`src/hw/dtb_pkg.sv`:
```
/*
 * Constants, mode codes and state type for the debug trigger and
 * breakpoint block.
 * Assumes a 16-bit CPU address bus and an 8-bit CPU data bus.
 */
package dtb_pkg;
    // ------------------------------------------------------------
    // Sizes
    // ------------------------------------------------------------
    localparam int ADDR_W = 16;
    localparam int DATA_W = 8;
    localparam int MODE_W = 4;
    localparam int COUNT_W = 4;
    localparam int FIFO_DEPTH = 8;
    localparam int PTR_W = 3;
    localparam int QUEUE_DEPTH = 3;
    localparam int QCNT_W = 2;
    localparam logic [COUNT_W-1:0] FIFO_FULL_COUNT = 4'h8;
    // ------------------------------------------------------------
    // Trigger mode field codes
    // ------------------------------------------------------------
    localparam logic [MODE_W-1:0] MODE_A_ONLY = 4'h0;
    localparam logic [MODE_W-1:0] MODE_A_OR_B = 4'h1;
    localparam logic [MODE_W-1:0] MODE_A_THEN_B = 4'h2;
    localparam logic [MODE_W-1:0] MODE_EVENT_B = 4'h3;
    localparam logic [MODE_W-1:0] MODE_A_THEN_EVENT_B = 4'h4;
    localparam logic [MODE_W-1:0] MODE_INSIDE = 4'h5;
    localparam logic [MODE_W-1:0] MODE_OUTSIDE = 4'h6;
    localparam logic [MODE_W-1:0] MODE_FULL_EQ = 4'h7;
    localparam logic [MODE_W-1:0] MODE_FULL_NE = 4'h8;
    // ------------------------------------------------------------
    // Background control byte layout and reset values
    // ------------------------------------------------------------
    localparam int CTRL_PERMIT_BIT = 7;
    localparam int CTRL_CLKSEL_BIT = 3;
    localparam logic PERMIT_RST = 1'b0;
    localparam logic CLKSEL_RST = 1'b0;
    // ------------------------------------------------------------
    // Run state
    // ------------------------------------------------------------
    typedef enum logic [2:0] {
        RUN_IDLE = 3'b001,
        RUN_WAIT = 3'b010,
        RUN_STORE = 3'b100
    } dtb_run_t;
endpackage : dtb_pkg

```
`src/hw/dtb_opc_track.sv`:
```
/*
 * Opcode tracker: follows match markers through the instruction queue.
 * Assumes fetch, execute and flush strobes from the CPU queue, same clock.
 */
`timescale 1ns/10ps
`default_nettype none
module dtb_opc_track (
    input wire logic clk_i,
    input wire logic rst_n_i,
    input wire logic clr_i,
    input wire logic fetch_i,
    input wire logic tag_i,
    input wire logic exec_i,
    input wire logic flush_i,
    output logic hit_o
);
    logic [dtb_pkg::QUEUE_DEPTH-1:0] q_r;
    logic [dtb_pkg::QUEUE_DEPTH-1:0] q_nxt;
    logic [dtb_pkg::QCNT_W-1:0] n_r;
    logic [dtb_pkg::QCNT_W-1:0] n_nxt;

    // ------------------------------------------------------------
    // Queue of marker bits, head at bit 0
    // ------------------------------------------------------------
    always_comb begin
        q_nxt = q_r;
        n_nxt = n_r;
        hit_o = 1'b0;
        if (exec_i && n_r != 2'h0) begin
            hit_o = q_r[0];
            q_nxt = q_r >> 1;
            n_nxt = n_r - 2'h1;
        end
        if (fetch_i && n_nxt < 2'(dtb_pkg::QUEUE_DEPTH)) begin
            q_nxt[n_nxt] = tag_i;
            n_nxt = n_nxt + 2'h1;
        end
        if (clr_i || flush_i) begin
            q_nxt = '0;
            n_nxt = '0;
        end
    end

    always_ff @(posedge clk_i or negedge rst_n_i) begin
        if (!rst_n_i) begin
            q_r <= '0;
            n_r <= '0;
        end else begin
            q_r <= q_nxt;
            n_r <= n_nxt;
        end
    end
endmodule : dtb_opc_track
`default_nettype wire

```
`src/hw/dtb_fifo.sv`:
```
/*
 * Eight-word capture buffer with valid count, linear or circular fill.
 * Assumes the writer gives at most one word per clock.
 */
`timescale 1ns/10ps
`default_nettype none
module dtb_fifo (
    input wire logic clk_i,
    input wire logic rst_n_i,
    input wire logic clr_i,
    input wire logic wr_i,
    input wire logic circ_i,
    input wire logic [15:0] data_i,
    input wire logic [dtb_pkg::PTR_W-1:0] rd_idx_i,
    output logic [15:0] rd_data_o,
    output logic [dtb_pkg::COUNT_W-1:0] count_o,
    output logic full_o
);
    logic [15:0] mem [0:dtb_pkg::FIFO_DEPTH-1];
    logic [dtb_pkg::PTR_W-1:0] ptr_r;
    logic [dtb_pkg::PTR_W-1:0] ptr_nxt;
    logic [dtb_pkg::COUNT_W-1:0] cnt_r;
    logic [dtb_pkg::COUNT_W-1:0] cnt_nxt;
    logic [dtb_pkg::PTR_W-1:0] oldest;
    logic accept;

    // ------------------------------------------------------------
    // Pointer and count
    // ------------------------------------------------------------
    assign full_o = (cnt_r == dtb_pkg::FIFO_FULL_COUNT);
    assign accept = wr_i && (circ_i || !full_o) && !clr_i;
    assign count_o = cnt_r;

    always_comb begin
        ptr_nxt = ptr_r;
        cnt_nxt = cnt_r;
        if (clr_i) begin
            ptr_nxt = '0;
            cnt_nxt = '0;
        end else if (accept) begin
            ptr_nxt = ptr_r + 3'h1;
            if (!full_o) begin
                cnt_nxt = cnt_r + 4'h1;
            end
        end
    end

    always_ff @(posedge clk_i or negedge rst_n_i) begin
        if (!rst_n_i) begin
            ptr_r <= '0;
            cnt_r <= '0;
        end else begin
            ptr_r <= ptr_nxt;
            cnt_r <= cnt_nxt;
        end
    end

    // ------------------------------------------------------------
    // Storage and read port, index 0 is the oldest word
    // ------------------------------------------------------------
    always_ff @(posedge clk_i) begin
        if (accept) begin
            mem[ptr_r] <= data_i;
        end
    end

    assign oldest = full_o ? ptr_r : 3'h0;
    assign rd_data_o = mem[3'(oldest + rd_idx_i)];
endmodule : dtb_fifo
`default_nettype wire

```
`src/hw/dtb_trigger.sv`:
```
/*
 * Debug trigger and breakpoint logic: comparators, trigger modes, run
 * control, capture buffer feed, CPU break requests, background control.
 * Assumes CPU bus, queue and host command strobes on clk_i.
 */
`timescale 1ns/10ps
`default_nettype none
module dtb_trigger (
    input wire logic clk_i,
    input wire logic arst_n_i,
    input wire logic bus_cycle_i,
    input wire logic [15:0] addr_i,
    input wire logic [7:0] rdata_i,
    input wire logic [7:0] wdata_i,
    input wire logic rw_i,
    input wire logic bdc_access_i,
    input wire logic opcode_fetch_i,
    input wire logic opcode_exec_i,
    input wire logic queue_flush_i,
    input wire logic cof_valid_i,
    input wire logic [15:0] cof_addr_i,
    input wire logic debug_module_enable_i,
    input wire logic arm_wr_i,
    input wire logic arm_wr_val_i,
    input wire logic [3:0] trigger_mode_field_i,
    input wire logic opcode_qualify_select_i,
    input wire logic begin_trace_i,
    input wire logic cpu_break_enable_i,
    input wire logic tag_select_i,
    input wire logic dir_qualify_enable_a_i,
    input wire logic dir_value_a_i,
    input wire logic dir_qualify_enable_b_i,
    input wire logic dir_value_b_i,
    input wire logic [15:0] cmp_a_i,
    input wire logic [15:0] cmp_b_i,
    input wire logic break_ack_i,
    input wire logic [2:0] fifo_rd_idx_i,
    input wire logic ctrl_wr_i,
    input wire logic [7:0] ctrl_wr_data_i,
    input wire logic background_active_i,
    input wire logic wait_stop_i,
    input wire logic wait_stop_fail_i,
    input wire logic data_valid_fail_i,
    output logic run_active_flag_o,
    output logic comparator_a_hit_flag_o,
    output logic comparator_b_hit_flag_o,
    output logic [3:0] fifo_valid_count_o,
    output logic [15:0] fifo_rd_data_o,
    output logic tag_mark_o,
    output logic force_break_o,
    output logic break_use_swi_o,
    output logic [7:0] background_ctrl_status_reg_o
);
    // ------------------------------------------------------------
    // Reset release
    // ------------------------------------------------------------
    logic rst_meta_r;
    logic rst_n;

    always_ff @(posedge clk_i or negedge arst_n_i) begin
        if (!arst_n_i) begin
            rst_meta_r <= 1'b0;
            rst_n <= 1'b0;
        end else begin
            rst_meta_r <= 1'b1;
            rst_n <= rst_meta_r;
        end
    end

    // ------------------------------------------------------------
    // Comparators
    // ------------------------------------------------------------
    logic run_r;
    logic bus_qual;
    logic dir_ok_a;
    logic dir_ok_b;
    logic raw_a;
    logic raw_b;
    logic data_eq;
    logic [7:0] dsel;
    logic cond_a;
    logic is_event;
    logic is_full;
    logic arm_start;
    logic run_stop;

    assign arm_start = arm_wr_i && arm_wr_val_i && debug_module_enable_i;
    assign run_stop = (arm_wr_i && !arm_wr_val_i) || !debug_module_enable_i;
    assign bus_qual = bus_cycle_i && debug_module_enable_i && run_r
        && !bdc_access_i;
    assign dir_ok_a = !dir_qualify_enable_a_i || (rw_i == dir_value_a_i);
    assign dir_ok_b = !dir_qualify_enable_b_i || (rw_i == dir_value_b_i);
    assign raw_a = (addr_i == cmp_a_i) && dir_ok_a;
    assign raw_b = (addr_i == cmp_b_i) && dir_ok_b;
    assign dsel = (dir_qualify_enable_a_i && !dir_value_a_i) ? wdata_i : rdata_i;
    assign data_eq = (dsel == cmp_b_i[7:0]);
    assign is_event = (trigger_mode_field_i == dtb_pkg::MODE_EVENT_B)
        || (trigger_mode_field_i == dtb_pkg::MODE_A_THEN_EVENT_B);
    assign is_full = (trigger_mode_field_i == dtb_pkg::MODE_FULL_EQ)
        || (trigger_mode_field_i == dtb_pkg::MODE_FULL_NE);

    always_comb begin
        unique case (trigger_mode_field_i)
            dtb_pkg::MODE_INSIDE: cond_a = (addr_i >= cmp_a_i) && (addr_i <= cmp_b_i)
                && dir_ok_a;
            dtb_pkg::MODE_OUTSIDE: cond_a = ((addr_i < cmp_a_i) || (addr_i > cmp_b_i))
                && dir_ok_a;
            dtb_pkg::MODE_FULL_EQ: cond_a = raw_a && data_eq;
            dtb_pkg::MODE_FULL_NE: cond_a = raw_a && !data_eq;
            default: cond_a = raw_a;
        endcase
    end

    // ------------------------------------------------------------
    // Opcode tracking
    // ------------------------------------------------------------
    logic trk_a_hit;
    logic trk_b_hit;
    logic trk_fetch;
    logic trk_exec;

    assign trk_fetch = bus_qual && opcode_fetch_i;
    assign trk_exec = opcode_exec_i && run_r && debug_module_enable_i;

    dtb_opc_track u_trk_a (
        .clk_i(clk_i),
        .rst_n_i(rst_n),
        .clr_i(arm_start),
        .fetch_i(trk_fetch),
        .tag_i(cond_a),
        .exec_i(trk_exec),
        .flush_i(queue_flush_i),
        .hit_o(trk_a_hit)
    );

    dtb_opc_track u_trk_b (
        .clk_i(clk_i),
        .rst_n_i(rst_n),
        .clr_i(arm_start),
        .fetch_i(trk_fetch),
        .tag_i(raw_b),
        .exec_i(trk_exec),
        .flush_i(queue_flush_i),
        .hit_o(trk_b_hit)
    );

    // ------------------------------------------------------------
    // Trigger mode selection
    // ------------------------------------------------------------
    logic qa;
    logic qb;
    logic trig;
    logic raw_trig;
    logic a_flag_r;
    logic b_flag_r;

    assign qa = opcode_qualify_select_i ? trk_a_hit : (bus_qual && cond_a);
    assign qb = opcode_qualify_select_i ? trk_b_hit : (bus_qual && raw_b);

    always_comb begin
        unique case (trigger_mode_field_i)
            dtb_pkg::MODE_A_ONLY, dtb_pkg::MODE_INSIDE, dtb_pkg::MODE_OUTSIDE,
            dtb_pkg::MODE_FULL_EQ, dtb_pkg::MODE_FULL_NE: begin
                trig = qa;
                raw_trig = is_full ? raw_a : cond_a;
            end
            dtb_pkg::MODE_A_OR_B: begin
                trig = qa || qb;
                raw_trig = cond_a || raw_b;
            end
            dtb_pkg::MODE_A_THEN_B, dtb_pkg::MODE_A_THEN_EVENT_B: begin
                trig = qb && a_flag_r;
                raw_trig = raw_b && a_flag_r;
            end
            dtb_pkg::MODE_EVENT_B: begin
                trig = qb;
                raw_trig = raw_b;
            end
            default: begin
                trig = 1'b0;
                raw_trig = 1'b0;
            end
        endcase
    end

    // ------------------------------------------------------------
    // Run control
    // ------------------------------------------------------------
    dtb_pkg::dtb_run_t state_r;
    dtb_pkg::dtb_run_t state_nxt;
    logic begin_eff;
    logic fifo_full;
    logic fifo_wr;
    logic [15:0] fifo_din;
    logic [15:0] fifo_rd;
    logic [3:0] fifo_cnt;
    logic a_flag_nxt;
    logic b_flag_nxt;

    assign begin_eff = begin_trace_i || is_event;

    always_comb begin
        state_nxt = state_r;
        unique case (state_r)
            dtb_pkg::RUN_IDLE: state_nxt = dtb_pkg::RUN_IDLE;
            dtb_pkg::RUN_WAIT: begin
                if (trig) begin
                    state_nxt = dtb_pkg::RUN_STORE;
                end
            end
            dtb_pkg::RUN_STORE: begin
                if (begin_eff ? fifo_full : trig) begin
                    state_nxt = dtb_pkg::RUN_IDLE;
                end
            end
        endcase
        if (arm_start) begin
            state_nxt = (begin_eff && !is_event) ? dtb_pkg::RUN_WAIT
                : dtb_pkg::RUN_STORE;
        end else if (run_stop) begin
            state_nxt = dtb_pkg::RUN_IDLE;
        end
        a_flag_nxt = (a_flag_r && !arm_start) || qa;
        b_flag_nxt = (b_flag_r && !arm_start) || qb;
    end

    assign fifo_wr = (state_r == dtb_pkg::RUN_STORE) && (is_event ? trig : cof_valid_i);
    assign fifo_din = is_event ? {8'h00, dsel} : cof_addr_i;

    dtb_fifo u_fifo (
        .clk_i(clk_i),
        .rst_n_i(rst_n),
        .clr_i(arm_start),
        .wr_i(fifo_wr),
        .circ_i(!begin_eff),
        .data_i(fifo_din),
        .rd_idx_i(fifo_rd_idx_i),
        .rd_data_o(fifo_rd),
        .count_o(fifo_cnt),
        .full_o(fifo_full)
    );

    // ------------------------------------------------------------
    // Break requests and background control
    // ------------------------------------------------------------
    logic tag_nxt;
    logic force_nxt;
    logic permit_r;
    logic permit_nxt;
    logic clksel_r;
    logic clksel_nxt;
    logic [3:0] stat_r;

    always_comb begin
        tag_nxt = cpu_break_enable_i && tag_select_i && trk_fetch && raw_trig;
        force_nxt = (force_break_o && !break_ack_i)
            || (cpu_break_enable_i && !tag_select_i && trig);
        permit_nxt = permit_r;
        clksel_nxt = clksel_r;
        if (ctrl_wr_i && !background_active_i) begin
            permit_nxt = ctrl_wr_data_i[dtb_pkg::CTRL_PERMIT_BIT];
        end
        if (ctrl_wr_i) begin
            clksel_nxt = ctrl_wr_data_i[dtb_pkg::CTRL_CLKSEL_BIT];
        end
    end

    always_ff @(posedge clk_i or negedge rst_n) begin
        if (!rst_n) begin
            state_r <= dtb_pkg::RUN_IDLE;
            run_r <= 1'b0;
            a_flag_r <= 1'b0;
            b_flag_r <= 1'b0;
            permit_r <= dtb_pkg::PERMIT_RST;
            clksel_r <= dtb_pkg::CLKSEL_RST;
            stat_r <= '0;
            run_active_flag_o <= 1'b0;
            comparator_a_hit_flag_o <= 1'b0;
            comparator_b_hit_flag_o <= 1'b0;
            fifo_valid_count_o <= '0;
            fifo_rd_data_o <= '0;
            tag_mark_o <= 1'b0;
            force_break_o <= 1'b0;
            break_use_swi_o <= 1'b1;
            background_ctrl_status_reg_o <= '0;
        end else begin
            state_r <= state_nxt;
            run_r <= (state_nxt != dtb_pkg::RUN_IDLE);
            a_flag_r <= a_flag_nxt;
            b_flag_r <= b_flag_nxt;
            permit_r <= permit_nxt;
            clksel_r <= clksel_nxt;
            stat_r <= {background_active_i, wait_stop_i, wait_stop_fail_i, data_valid_fail_i};
            run_active_flag_o <= (state_nxt != dtb_pkg::RUN_IDLE);
            comparator_a_hit_flag_o <= a_flag_nxt;
            comparator_b_hit_flag_o <= b_flag_nxt;
            fifo_valid_count_o <= fifo_cnt;
            fifo_rd_data_o <= fifo_rd;
            tag_mark_o <= tag_nxt;
            force_break_o <= force_nxt;
            break_use_swi_o <= !permit_nxt;
            background_ctrl_status_reg_o <= {permit_nxt, stat_r[3], 2'b00, clksel_nxt,
                stat_r[2:0]};
        end
    end

    // ------------------------------------------------------------
    // Checks
    // ------------------------------------------------------------
    arm_clears_a:
    assert property (@(posedge clk_i) disable iff (!rst_n)
        arm_start && !run_r |=> run_active_flag_o && !comparator_a_hit_flag_o
            && !comparator_b_hit_flag_o ##1 fifo_valid_count_o == 4'h0)
        else $error("Arm did not start a clean run");
    stop_now_a:
    assert property (@(posedge clk_i) disable iff (!rst_n)
        run_stop && !arm_start |=> !run_active_flag_o)
        else $error("Run not stopped by disarm or disable");
    begin_full_a:
    assert property (@(posedge clk_i) disable iff (!rst_n)
        state_r == dtb_pkg::RUN_STORE && begin_eff && fifo_full && !arm_start
            |=> !run_active_flag_o)
        else $error("Begin run did not end on full buffer");
    force_hold_a:
    assert property (@(posedge clk_i) disable iff (!rst_n)
        force_break_o && !break_ack_i |=> force_break_o)
        else $error("Force request dropped before acknowledge");
    permit_lock_a:
    assert property (@(posedge clk_i) disable iff (!rst_n)
        background_active_i |=> background_ctrl_status_reg_o[7] == $past(permit_r))
        else $error("Permit changed during background mode");
    bdc_quiet_a:
    assert property (@(posedge clk_i) disable iff (!rst_n)
        bdc_access_i && !opcode_qualify_select_i && !arm_start
            |=> comparator_a_hit_flag_o == $past(a_flag_r))
        else $error("Comparator matched during controller access");
    full_tag_a:
    assert property (@(posedge clk_i) disable iff (!rst_n)
        is_full && cpu_break_enable_i && tag_select_i && trk_fetch && raw_a
            |=> tag_mark_o)
        else $error("Full mode tag request missing on address match");
    range_in_a:
    assert property (@(posedge clk_i) disable iff (!rst_n)
        trigger_mode_field_i == dtb_pkg::MODE_INSIDE && !opcode_qualify_select_i
            && bus_qual && dir_ok_a && addr_i >= cmp_a_i && addr_i <= cmp_b_i
            |=> comparator_a_hit_flag_o)
        else $error("Inside range match not flagged");
    event_store_a:
    assert property (@(posedge clk_i) disable iff (!rst_n)
        trigger_mode_field_i == dtb_pkg::MODE_EVENT_B && state_r == dtb_pkg::RUN_STORE
            && qb && !fifo_full && !arm_start
            |=> ##1 fifo_valid_count_o == $past(fifo_cnt, 2) + 4'h1)
        else $error("Event data not captured");
endmodule : dtb_trigger
`default_nettype wire

```
`config.mk`:
```
export PLATFORM = sky130hd
export DESIGN_NAME = dtb_trigger
export DESIGN_NICKNAME = d
export VERILOG_FILES = /design/src/hw/dtb_pkg.sv /design/src/hw/dtb_opc_track.sv /design/src/hw/dtb_fifo.sv /design/src/hw/dtb_trigger.sv
export SDC_FILE = /design/constraint.sdc
export NUM_CORES = 1
export LEC_CHECK = 0
export CAP_MARGIN = 40
export CORE_ASPECT_RATIO = 0.8
export CORE_MARGIN = 5
export CORE_UTILIZATION = 35
export DETAILED_ROUTE_END_ITERATION = 8
export DONT_BUFFER_PORTS = 1
export GPL_TIMING_DRIVEN = 1
export PLACE_DENSITY = 0.52
export SYNTH_ARGS = -nofsm -noshare
export SYNTH_HDL_FRONTEND = slang
export SYNTH_SLANG_ARGS = --single-unit
```
`constraint.sdc`:
```
create_clock -name clk_i -period 5 [get_ports clk_i]
set_input_delay 1 -clock clk_i [delete_from_list [all_inputs] [get_ports clk_i]]
set_output_delay 1 -clock clk_i [all_outputs]
set_load 0.02 [all_outputs]
```
==> flow_summary.ini, run 1 <==
[outcome]
status = finished, final reports clean

[detailed_routing]
drtIter0Drc = 236
vias_per_cell = 5.19
drt-pass1-iter-count = 5
drc_errors = 0
wl_per_cell_um = 20.6
vias = 4971
ant_nets = 0
drt-total-wl_um = 19800

[setup_path]
criticalPathCategory = in2reg
rrSetupSlack_ns = 1.81
required_ns = 5.10
cp-start-kind = primary input
crit_fanout = 16
worstPathArrival_ns = 3.60
crit_path_end_kind = flip-flop

[sta]
hold_ws_ns = 0.260
fmax_ghz = 0.285
fin_tns_setup_ns = 0
slew_headroom = 0.477
hold_violations = 0
worstMarginPinSlew_ns = 0.781
fin_crit_sh = 0.701
skew_ns = 0.00981
rsz0062_at_grt = no
layout_setup_ws_ns = 1.50
slew_viol_final = 0
period_minus_slack_ns = 3.50
final-setup-viol-count = 0

[power]
ir_drop_mv = 0.250
intPower_w = 0.00250
power_density_mw_per_mm2 = 336
finalPower_w = 0.00328
power.switching_w = 0.000785
p_seq_frac = 0.524
p_leak_nw = 3.77
clock_power_share = 0.408
switching_share = 0.239
combPwrFrac = 0.068

[cts]
hold_buffers = 0
cts_resized = 0
clk_pin_slew_ns = 0.07
cts-buffers-inserted = 17
h-tree-depth = 4
clock_latency_ns = 0.43
cts_tree = done
cts.sinks = 186
post_cts_buffers = 0
clockRootBuffer = clkbuf_16
clockBufferDepth = 2

[floorplan]
initial_core_util = 0.358
core_region_area_mm2 = 0.0245
fp.dieW_um = 187
die_y_um = 152
die-area_mm2 = 0.0283
io_pins = 155
placementRows = 51

[placement]
dp_slack_ns = 1.03
placed_area_mm2 = 0.00919
post-dp-hpwl_um = 13900
place.gp.congestion = 0.848
port-buffer-count = 0

[yosys]
synth_compound_area_frac = 0.0671
async_reset_ff_frac = 0.312
synthMuxAreaShare = 0.122
synthTopCellsByCount = 128 x edfxtp_1, 56 x dfrtp_1, 49 x inv_1
synthAdderAreaFrac = 0.0680
avgSynthCellArea_um2 = 14.3
synth_top_family_by_area = multiplexers
syn_area_mm2 = 0.00876
synth_most_common_cell = edfxtp_1
synth_xor_xnor_area_share = 0.0160
synth-seq-area-share = 0.605
synthSimpleGateAreaFrac = 0.0875
synth_edf_count = 128
yosysUniqueCellTypes = 70
ys_ff_latch = 186
yosysTopAreaCell = edfxtp_1
yosysWarningCount = 0
synth_cells = 614
synth_flop_cell = edfxtp_1
synth.area.top_cells = edfxtp_1 44%, dfrtp_1 16%, mux4_2 8.2%
synth_top_area_share = 0.439

[run]
cap_viol_max_count = 0

[global_route]
grtUsageMet2 = 0.235
grt_usage = 0.144
antenna_found_initial = 1
grt_pass1_wl_um = 30800
use_met1 = 0.190
grt_pass1_vias = 5382
grt_most_used_layer = met2
grt_overflow_total = 0
met3_usage = 0.0399
grt_max_degree = 33

[final_layout]
drive_gt1_frac = 0.200
fillers = 2306
nNetsFinal = 794
final_area_mm2 = 0.00978
syn2layout_area_growth_pct = 11.6

[hold_path]
hold_path_class = in2async
[per-stage QoR]
step	util	cells
global route	0.399	957
floorplan	-	615
global placement	0.374	924
CTS	0.399	957
detailed placement	0.375	925
finish	0.399	958
[metal layers]
layer / routed length [um] / vias to the layer above
li1: - / 2313
met1: 9220 / 2502
met2: 9280 / 134
met3: 985 / 22
met4: 282 / 0
met5: 0 / -
[kinds of logic (layout without fill, tap and decap cells)]
group | after synthesis | after routing
compound gates | 83 | 83
flops | 186 | 186
buf+inv | 71 | 95
fa+ha+maj | 47 | 47
mux | 64 | 64
other cells | 2 | 4
simple gates | 145 | 145
xor+xnor | 16 | 16
[state kept, by name, indices dropped and copies added (netlist names), 2 cells and up]
register / cells
u_fifo.mem: 128
fifo_rd_data_o: 16
background_ctrl_status_reg_o: 6
fifo_valid_count_o: 4
stat_r: 4
u_fifo.count_o: 4
state_r: 3
u_fifo.ptr_r: 3
u_trk_a.q_r: 3
u_trk_b.q_r: 3
u_trk_a.n_r: 2
u_trk_b.n_r: 2
[placed cells by master, fill, tap and decap left out, drive strengths merged, types with 13 or more instances in the layout]
master  netlist  routed
a21oi        28      28
buf          11      13
clkbuf       10      18
dfrtp        56      56
edfxtp      128     128
ha           46      46
inv          50      61
mux2         20      20
mux4         32      32
nand2        34      34
nor2         44      44
[cell type report]
type / count / area [um^2] / share of cell area
well taps: 318 / 398 / 0.0407
inverters: 50 / 188 / 0.0192
flip-flops and latches: 186 / 5300 / 0.542
diodes: 1 / 2.50 / 0.000256
clock inverters: 14 / 146 / 0.0150
clock buffers: 18 / 439 / 0.0449
multi-input cells: 358 / 3200 / 0.327
repair buffers: 13 / 105 / 0.0107
[power groups by stage]
stage               clock [W]  sequential [W]  combinational [W]
floorplan                   0         0.00175           0.000177
global placement            0         0.00175           0.000217
detailed placement          0         0.00175           0.000227
CTS                   0.00138         0.00172           0.000228
global route          0.00143         0.00172           0.000253
finish                0.00134         0.00172           0.000224
[critical path, stage by stage]
cell      delay (ns)
inv_1           0.03
ha_1            0.32
nand4_2         0.19
nor4_4          0.42
a31o_2          0.25
nand2b_2        0.10
mux2_2          0.28
nor2_2          0.29
nand3_1         0.22
nor3_2          0.16
buf_4           0.32
[final timing paths]
check                                                       endpoint                          start  cells after the start
setup / recovery                         u_fifo.mem[2][15]$_DFFE_PP_                    cmp_b_i[14]                     11
hold / removal                                       rst_n$_DFF_PN0_                       arst_n_i                      0
setup reg to reg                         fifo_rd_data_o[1]$_DFF_PN0_  u_fifo.count_o[0]$_DFFE_PN0P_                     12
hold reg to reg                                  stat_r[3]$_DFF_PN0_                rst_n$_DFF_PN0_                      0
max in group asynchronous                       state_r[0]$_DFF_PN1_                rst_n$_DFF_PN0_                      1
min in group clk_i         background_ctrl_status_reg_o[1]$_DFF_PN0_            stat_r[1]$_DFF_PN0_                      0
No activity file was read; power rests on OpenSTA's default activity.
==> run 2: changes to the inputs <==
- PLACE_DENSITY: 0.52 -> 0.54
- clock period: 5 -> 3.11 ns (I/O delays scaled with it)
==> run 2 against run 1 <==
Net effect: utilization grew 2.2 points; first-iteration DRC count is 25% higher; final cell count rose by 3.0%; sequential share of layout area down 2.8 points; die area is the same; register-to-register slack worse by 1.6 ns; via count rose by 3.0%; flip-flop and latch count did not move; sequential power is 60% higher; critical path depth rose by 2; clock-buffer cell count did not move; final area up 5.5%.
==> flow_summary.ini, run 2 (synthesis gave the netlist of run 1 again) <==
[global_route]
grt_pass1_wl_um = 31700
grt_pass1_vias = 5507
grt_usage = 0.148
grt_max_degree = 33
antenna_found_initial = 0
grt_overflow_total = 0

[detailed_routing]
vias_per_cell = 5.19
wl_per_cell_um = 20.7
drt-total-wl_um = 20500
vias = 5118
ant_nets = 0
drt-pass1-iter-count = 5
met3_length_um = 960
drtIter0Drc = 294
routed.top_layer = met4
m1WireLength_um = 9220
drc_errors = 0
met2_length_um = 9930

[setup_path]
rrSetupSlack_ns = 0.17
crit_fanout = 16
criticalPathCategory = reg2reg
worstPathArrival_ns = 3.26
crit_path_start = u_fifo.count_o[1]$_DFFE_PN0P_
required_ns = 3.43
rr_worst_depth = 13
crit_path_end_kind = flip-flop
r2r-start = u_fifo.count_o[1]$_DFFE_PN0P_
cp-start-kind = flip-flop
reg2reg_to = fifo_rd_data_o[0]$_DFF_PN0_

[sta]
slew_headroom = 0.457
rsz0062_at_grt = no
period_minus_slack_ns = 2.94
slew_viol_final = 0
hold_violations = 0
hold_ws_ns = 0.215
fmax_ghz = 0.340
final-setup-viol-count = 0
fin_crit_sh = 0.945
worstMarginPinSlew_ns = 0.814
skew_ns = 0.0172

[outcome]
status = finished, final reports clean

[floorplan]
die_y_um = 152
die-area_mm2 = 0.0283
core_region_area_mm2 = 0.0245
placementRows = 51
initial_core_util = 0.358
fp.dieW_um = 187
io_pins = 155

[placement]
port-buffer-count = 0
place.gp.congestion = 0.860
post-dp-hpwl_um = 14700

[hold_path]
hold_path_depth = 0
hold_path_class = in2reg
hold_end = stat_r[3]$_DFF_PN0_
min-delay-start = background_active_i

[run]
cap_viol_max_count = 0

[cts]
cts-buffers-inserted = 17
cts_tree = done
clk_pin_slew_ns = 0.07
h-tree-depth = 4
clock_latency_ns = 0.44
clockBufferDepth = 2
clockRootBuffer = clkbuf_16
cts.sinks = 186

[final_layout]
largest_reg_flops = 128
largestRegisters = u_fifo.mem (128), fifo_rd_data_o (16), background_ctrl_status_reg_o (6)
mostFrequentLayoutCell = edfxtp_1
antennaDiodeCount = 0
nNetsFinal = 824
final_cell_mix = 128 x edfxtp_1, 55 x dfrtp_1, 43 x inv_1, 38 x ha_1, 37 x nor2_1
drive_gt1_frac = 0.263
syn2layout_area_growth_pct = 17.8
regMostFlops = u_fifo.mem

[power]
p_leak_nw = 3.94
finalPower_w = 0.00525
power_density_mw_per_mm2 = 508
ir_drop_mv = 0.418
## run 2: worst max-delay path by stage
stage,to,slack (ns),cells after the start
after detailed placement,state_r[2]$_DFF_PN0_,-0.18,11
after global routing,fifo_rd_data_o[3]$_DFF_PN0_,0.0008,13
final,fifo_rd_data_o[0]$_DFF_PN0_,0.17,13
after CTS,fifo_rd_data_o[5]$_DFF_PN0_,0.09,12
after global placement,state_r[2]$_DFF_PN0_,-0.10,11
after floorplan,u_fifo.mem[1][0]$_DFFE_PP_,-0.15,10
## run 2: stage by stage
stage               std cells  setup WS [ns]  cell area, um^2   util  TNS (ns)
global route              987       0.000755            10300  0.421         0
detailed placement        950         -0.181             9680  0.395     -2.97
CTS                       983         0.0900            10300  0.419         0
finish                    987          0.170            10300  0.421         0
floorplan                 615         -0.151             8950      -     -9.34
global placement          950         -0.104             9680  0.395    -0.809
## run 2: cell type report
| class | instances | area (um^2) |
|---|---|---|
| Timing Repair Buffer | 43 | 480 |
| Clock inverter | 14 | 140 |
| Inverter | 50 | 200 |
| Fill cell | 2236 | 14200 |
| Tap cell | 318 | 398 |
| Clock buffer | 18 | 429 |
| Multi-Input combinational cell | 358 | 3370 |
| Sequential cell | 186 | 5300 |
## run 2: power by group
| part | switching, W | internal [W] | leakage (nW) | total, W |
|---|---|---|---|---|
| Clock | 0.000949 | 0.00112 | 0.278 | 0.00207 |
| Combinational | 0.000219 | 0.000191 | 1.77 | 0.000410 |
| Sequential | 0.0000613 | 0.00270 | 1.89 | 0.00276 |
## run 2: what timing repair did
item	in CTS	in global routing
resized for setup	0	1
hold endpoints to repair	2	0
hold buffers	1	0
setup buffers	0	3
endpoints found under the setup margin	0	10
## run 2: routing by layer
metal / up-vias / global-route usage
li1: 2370 / -
met1: 2588 / 0.191
met2: 137 / 0.250
met3: 23 / 0.0389
met4: 0 / 0.0447
met5: - / 0
## run 2: worst max-delay path: stages, from the launching register on
cell       delay [ns]
dfrtp_1          0.42
inv_1            0.06
ha_1             0.17
nand2_1          0.08
nor2_1           0.06
and2_1           0.17
ha_2             0.17
fa_1             0.40
xor2_2           0.21
xnor2_2          0.13
buf_4            0.16
clkbuf_16        0.19
mux4_2           0.30
mux2_2           0.28
==> run 3: changes to the inputs <==
- clock period: 3.11 -> 2.45 ns (I/O delays scaled with it)
==> run 3 against run 2 <==
Net effect: the run now ends with negative setup slack left; non-clock buffer count rose by 65; register-to-register slack got worse by 0.44 ns; clock skew fell by 0.0014 ns; die area did not move; worst hold slack got worse by 0.12 ns; final cell count rose by 6.6%; clock power rose by 25%; sequential power rose by 27%; sequential share of layout area fell by 4.3 points; via count rose by 6.2%; critical endpoint is now fifo_rd_data_o[6]$_DFF_PN0_; largest power group unchanged.
==> flow_summary.ini, run 3 (synthesis gave the netlist of run 1 again) <==
[final_layout]
mostFrequentLayoutCell = edfxtp_1
largestRegisters = u_fifo.mem (128), fifo_rd_data_o (16), background_ctrl_status_reg_o (6)
final_area_mm2 = 0.0113
fin_util = 0.460
final_cell_mix = 128 x edfxtp_1, 73 x buf_4, 55 x dfrtp_1, 39 x inv_1, 36 x nor2_1
syn2layout_area_growth_pct = 28.6
nNetsFinal = 889
largest_reg_flops = 128
antennaDiodeCount = 0
regMostFlops = u_fifo.mem
drive_gt1_frac = 0.364
fin_cells = 1052

[sta]
hold_violations = 0
period_minus_slack_ns = 2.72
fin_crit_sh = 1.11
skew_ns = 0.0158
slew_headroom = 0.579
rsz0062_at_grt = yes
fmax_ghz = 0.368
layout_setup_ws_ns = -0.267
worstMarginPinSlew_ns = 0.631
final-setup-viol-count = 151
slew_viol_final = 0
hold_ws_ns = 0.0903

[cts]
clk_pin_slew_ns = 0.07
clock_latency_ns = 0.43
cts-buffers-inserted = 17
cts.sinks = 186
h-tree-depth = 4
clockRootBuffer = clkbuf_16
clockBufferDepth = 2
cts_tree = done

[setup_path]
crit_path_end_kind = flip-flop
critPathTopFamily = adder cells
cp.buffers_inverters = 3
required_ns = 2.76
critPathSlowestCell = dfrtp_1
worstPathArrival_ns = 3.03
crit_path_frequent_cell = ha_4
path_cells = inv_2 -> ha_4 -> nand2_4 -> nor2_4 -> and2_4 -> ha_4 -> fa_2 -> xor2_2 -> xnor2_2 -> buf_6 -> buf_12 -> mux4_2 -> mux2_4
criticalPathCategory = reg2reg
crit_fanout = 8
cp-start-kind = flip-flop
max_stage_delay_ns = 0.37

[placement]
placed_area_mm2 = 0.0101
port-buffer-count = 0
placed_cells = 993
post-dp-hpwl_um = 15000
dp_slack_ns = -0.600
place.gp.congestion = 0.897

[detailed_routing]
wl_per_cell_um = 20.7
vias_per_cell = 5.17
drtIter0Drc = 309
drt-total-wl_um = 21700
vias = 5437
drc_errors = 0
ant_nets = 0
drt-pass1-iter-count = 4

[global_route]
grt_usage = 0.157
use_met1 = 0.206
met3_usage = 0.0440
grt_pass1_wl_um = 33800
grt_overflow_total = 0
grt_max_degree = 35
grtUsageMet2 = 0.258
grt_most_used_layer = met2
grt_pass1_vias = 5854
antenna_found_initial = 1

[floorplan]
die_y_um = 152
placementRows = 51
die-area_mm2 = 0.0283
io_pins = 155
core_region_area_mm2 = 0.0245
initial_core_util = 0.358
fp.dieW_um = 187

[outcome]
violations = negative setup slack
status = complete, but fails checks

[power]
p_leak_nw = 4.43
ir_drop_mv = 0.483
power_density_mw_per_mm2 = 598

[run]
cap_viol_max_count = 0

[hold_path]
hold_path_class = in2reg
-- run 3: worst paths after layout --
path                                                from                          end  slack [ns]  depth (start not counted)
max in group asynchronous                rst_n$_DFF_PN0_    break_use_swi_o$_DFF_PN1_        1.51                          1
min                                  background_active_i          stat_r[3]$_DFF_PN0_        0.09                          0
min in group asynchronous                rst_n$_DFF_PN0_  fifo_rd_data_o[5]$_DFF_PN0_        0.29                          0
min reg2reg                              rst_n$_DFF_PN0_  fifo_rd_data_o[5]$_DFF_PN0_        0.29                          0
max                        u_fifo.count_o[1]$_DFFE_PN0P_  fifo_rd_data_o[6]$_DFF_PN0_       -0.27                         13
max reg2reg                u_fifo.count_o[1]$_DFFE_PN0P_  fifo_rd_data_o[6]$_DFF_PN0_       -0.27                         13
-- run 3: cell type report --
class | count | area [um^2]
clock buffers | 22 | 454
inverters | 50 | 208
repair buffers | 108 | 1180
flip-flops and latches | 186 | 5300
well taps | 318 | 398
fillers | 2161 | 13200
clock inverters | 10 | 92.6
multi-input cells | 358 | 3640
-- run 3: repair_timing --
item | CTS | global route
setup buffers | 17 | 6
gates resized for setup | 44 | 34
gates cloned | 8 | 1
pin swaps | 10 | 18
hold endpoints to repair | 2 | 0
setup endpoints to repair | 146 | 161
hold buffers | 1 | 0
-- run 3: metal layers --
layer | wire (um) | vias to the layer above
met5 | 13 | -
met4 | 474 | 2
met3 | 1160 | 35
met2 | 10300 | 149
met1 | 9760 | 2750
li1 | - | 2501
-- run 3: power breakdown --
group          internal (W)  switching, W  total [W]
logic              0.000335      0.000323   0.000658
clock network       0.00144       0.00114    0.00258
registers           0.00343     0.0000733    0.00351
total               0.00520       0.00154    0.00674
-- run 3: worst reg2reg max path, cell delays in order (launching register included) --
cell	delay, ns
dfrtp_1	0.37
inv_2	0.05
ha_4	0.16
nand2_4	0.07
nor2_4	0.04
and2_4	0.16
ha_4	0.15
fa_2	0.35
xor2_2	0.16
xnor2_2	0.14
buf_6	0.20
buf_12	0.15
mux4_2	0.33
mux2_4	0.28
-- run 3: stage by stage --
stage / total power [W] / setup TNS (ns)
2_1_floorplan: 0.00396 / -72.25
3_3_place_gp: 0.00415 / -71.68
3_5_place_dp: 0.00417 / -76.64
4_1_cts: 0.00680 / -16.68
5_1_grt: 0.00703 / -31.40
6_report: 0.00674 / -17.82
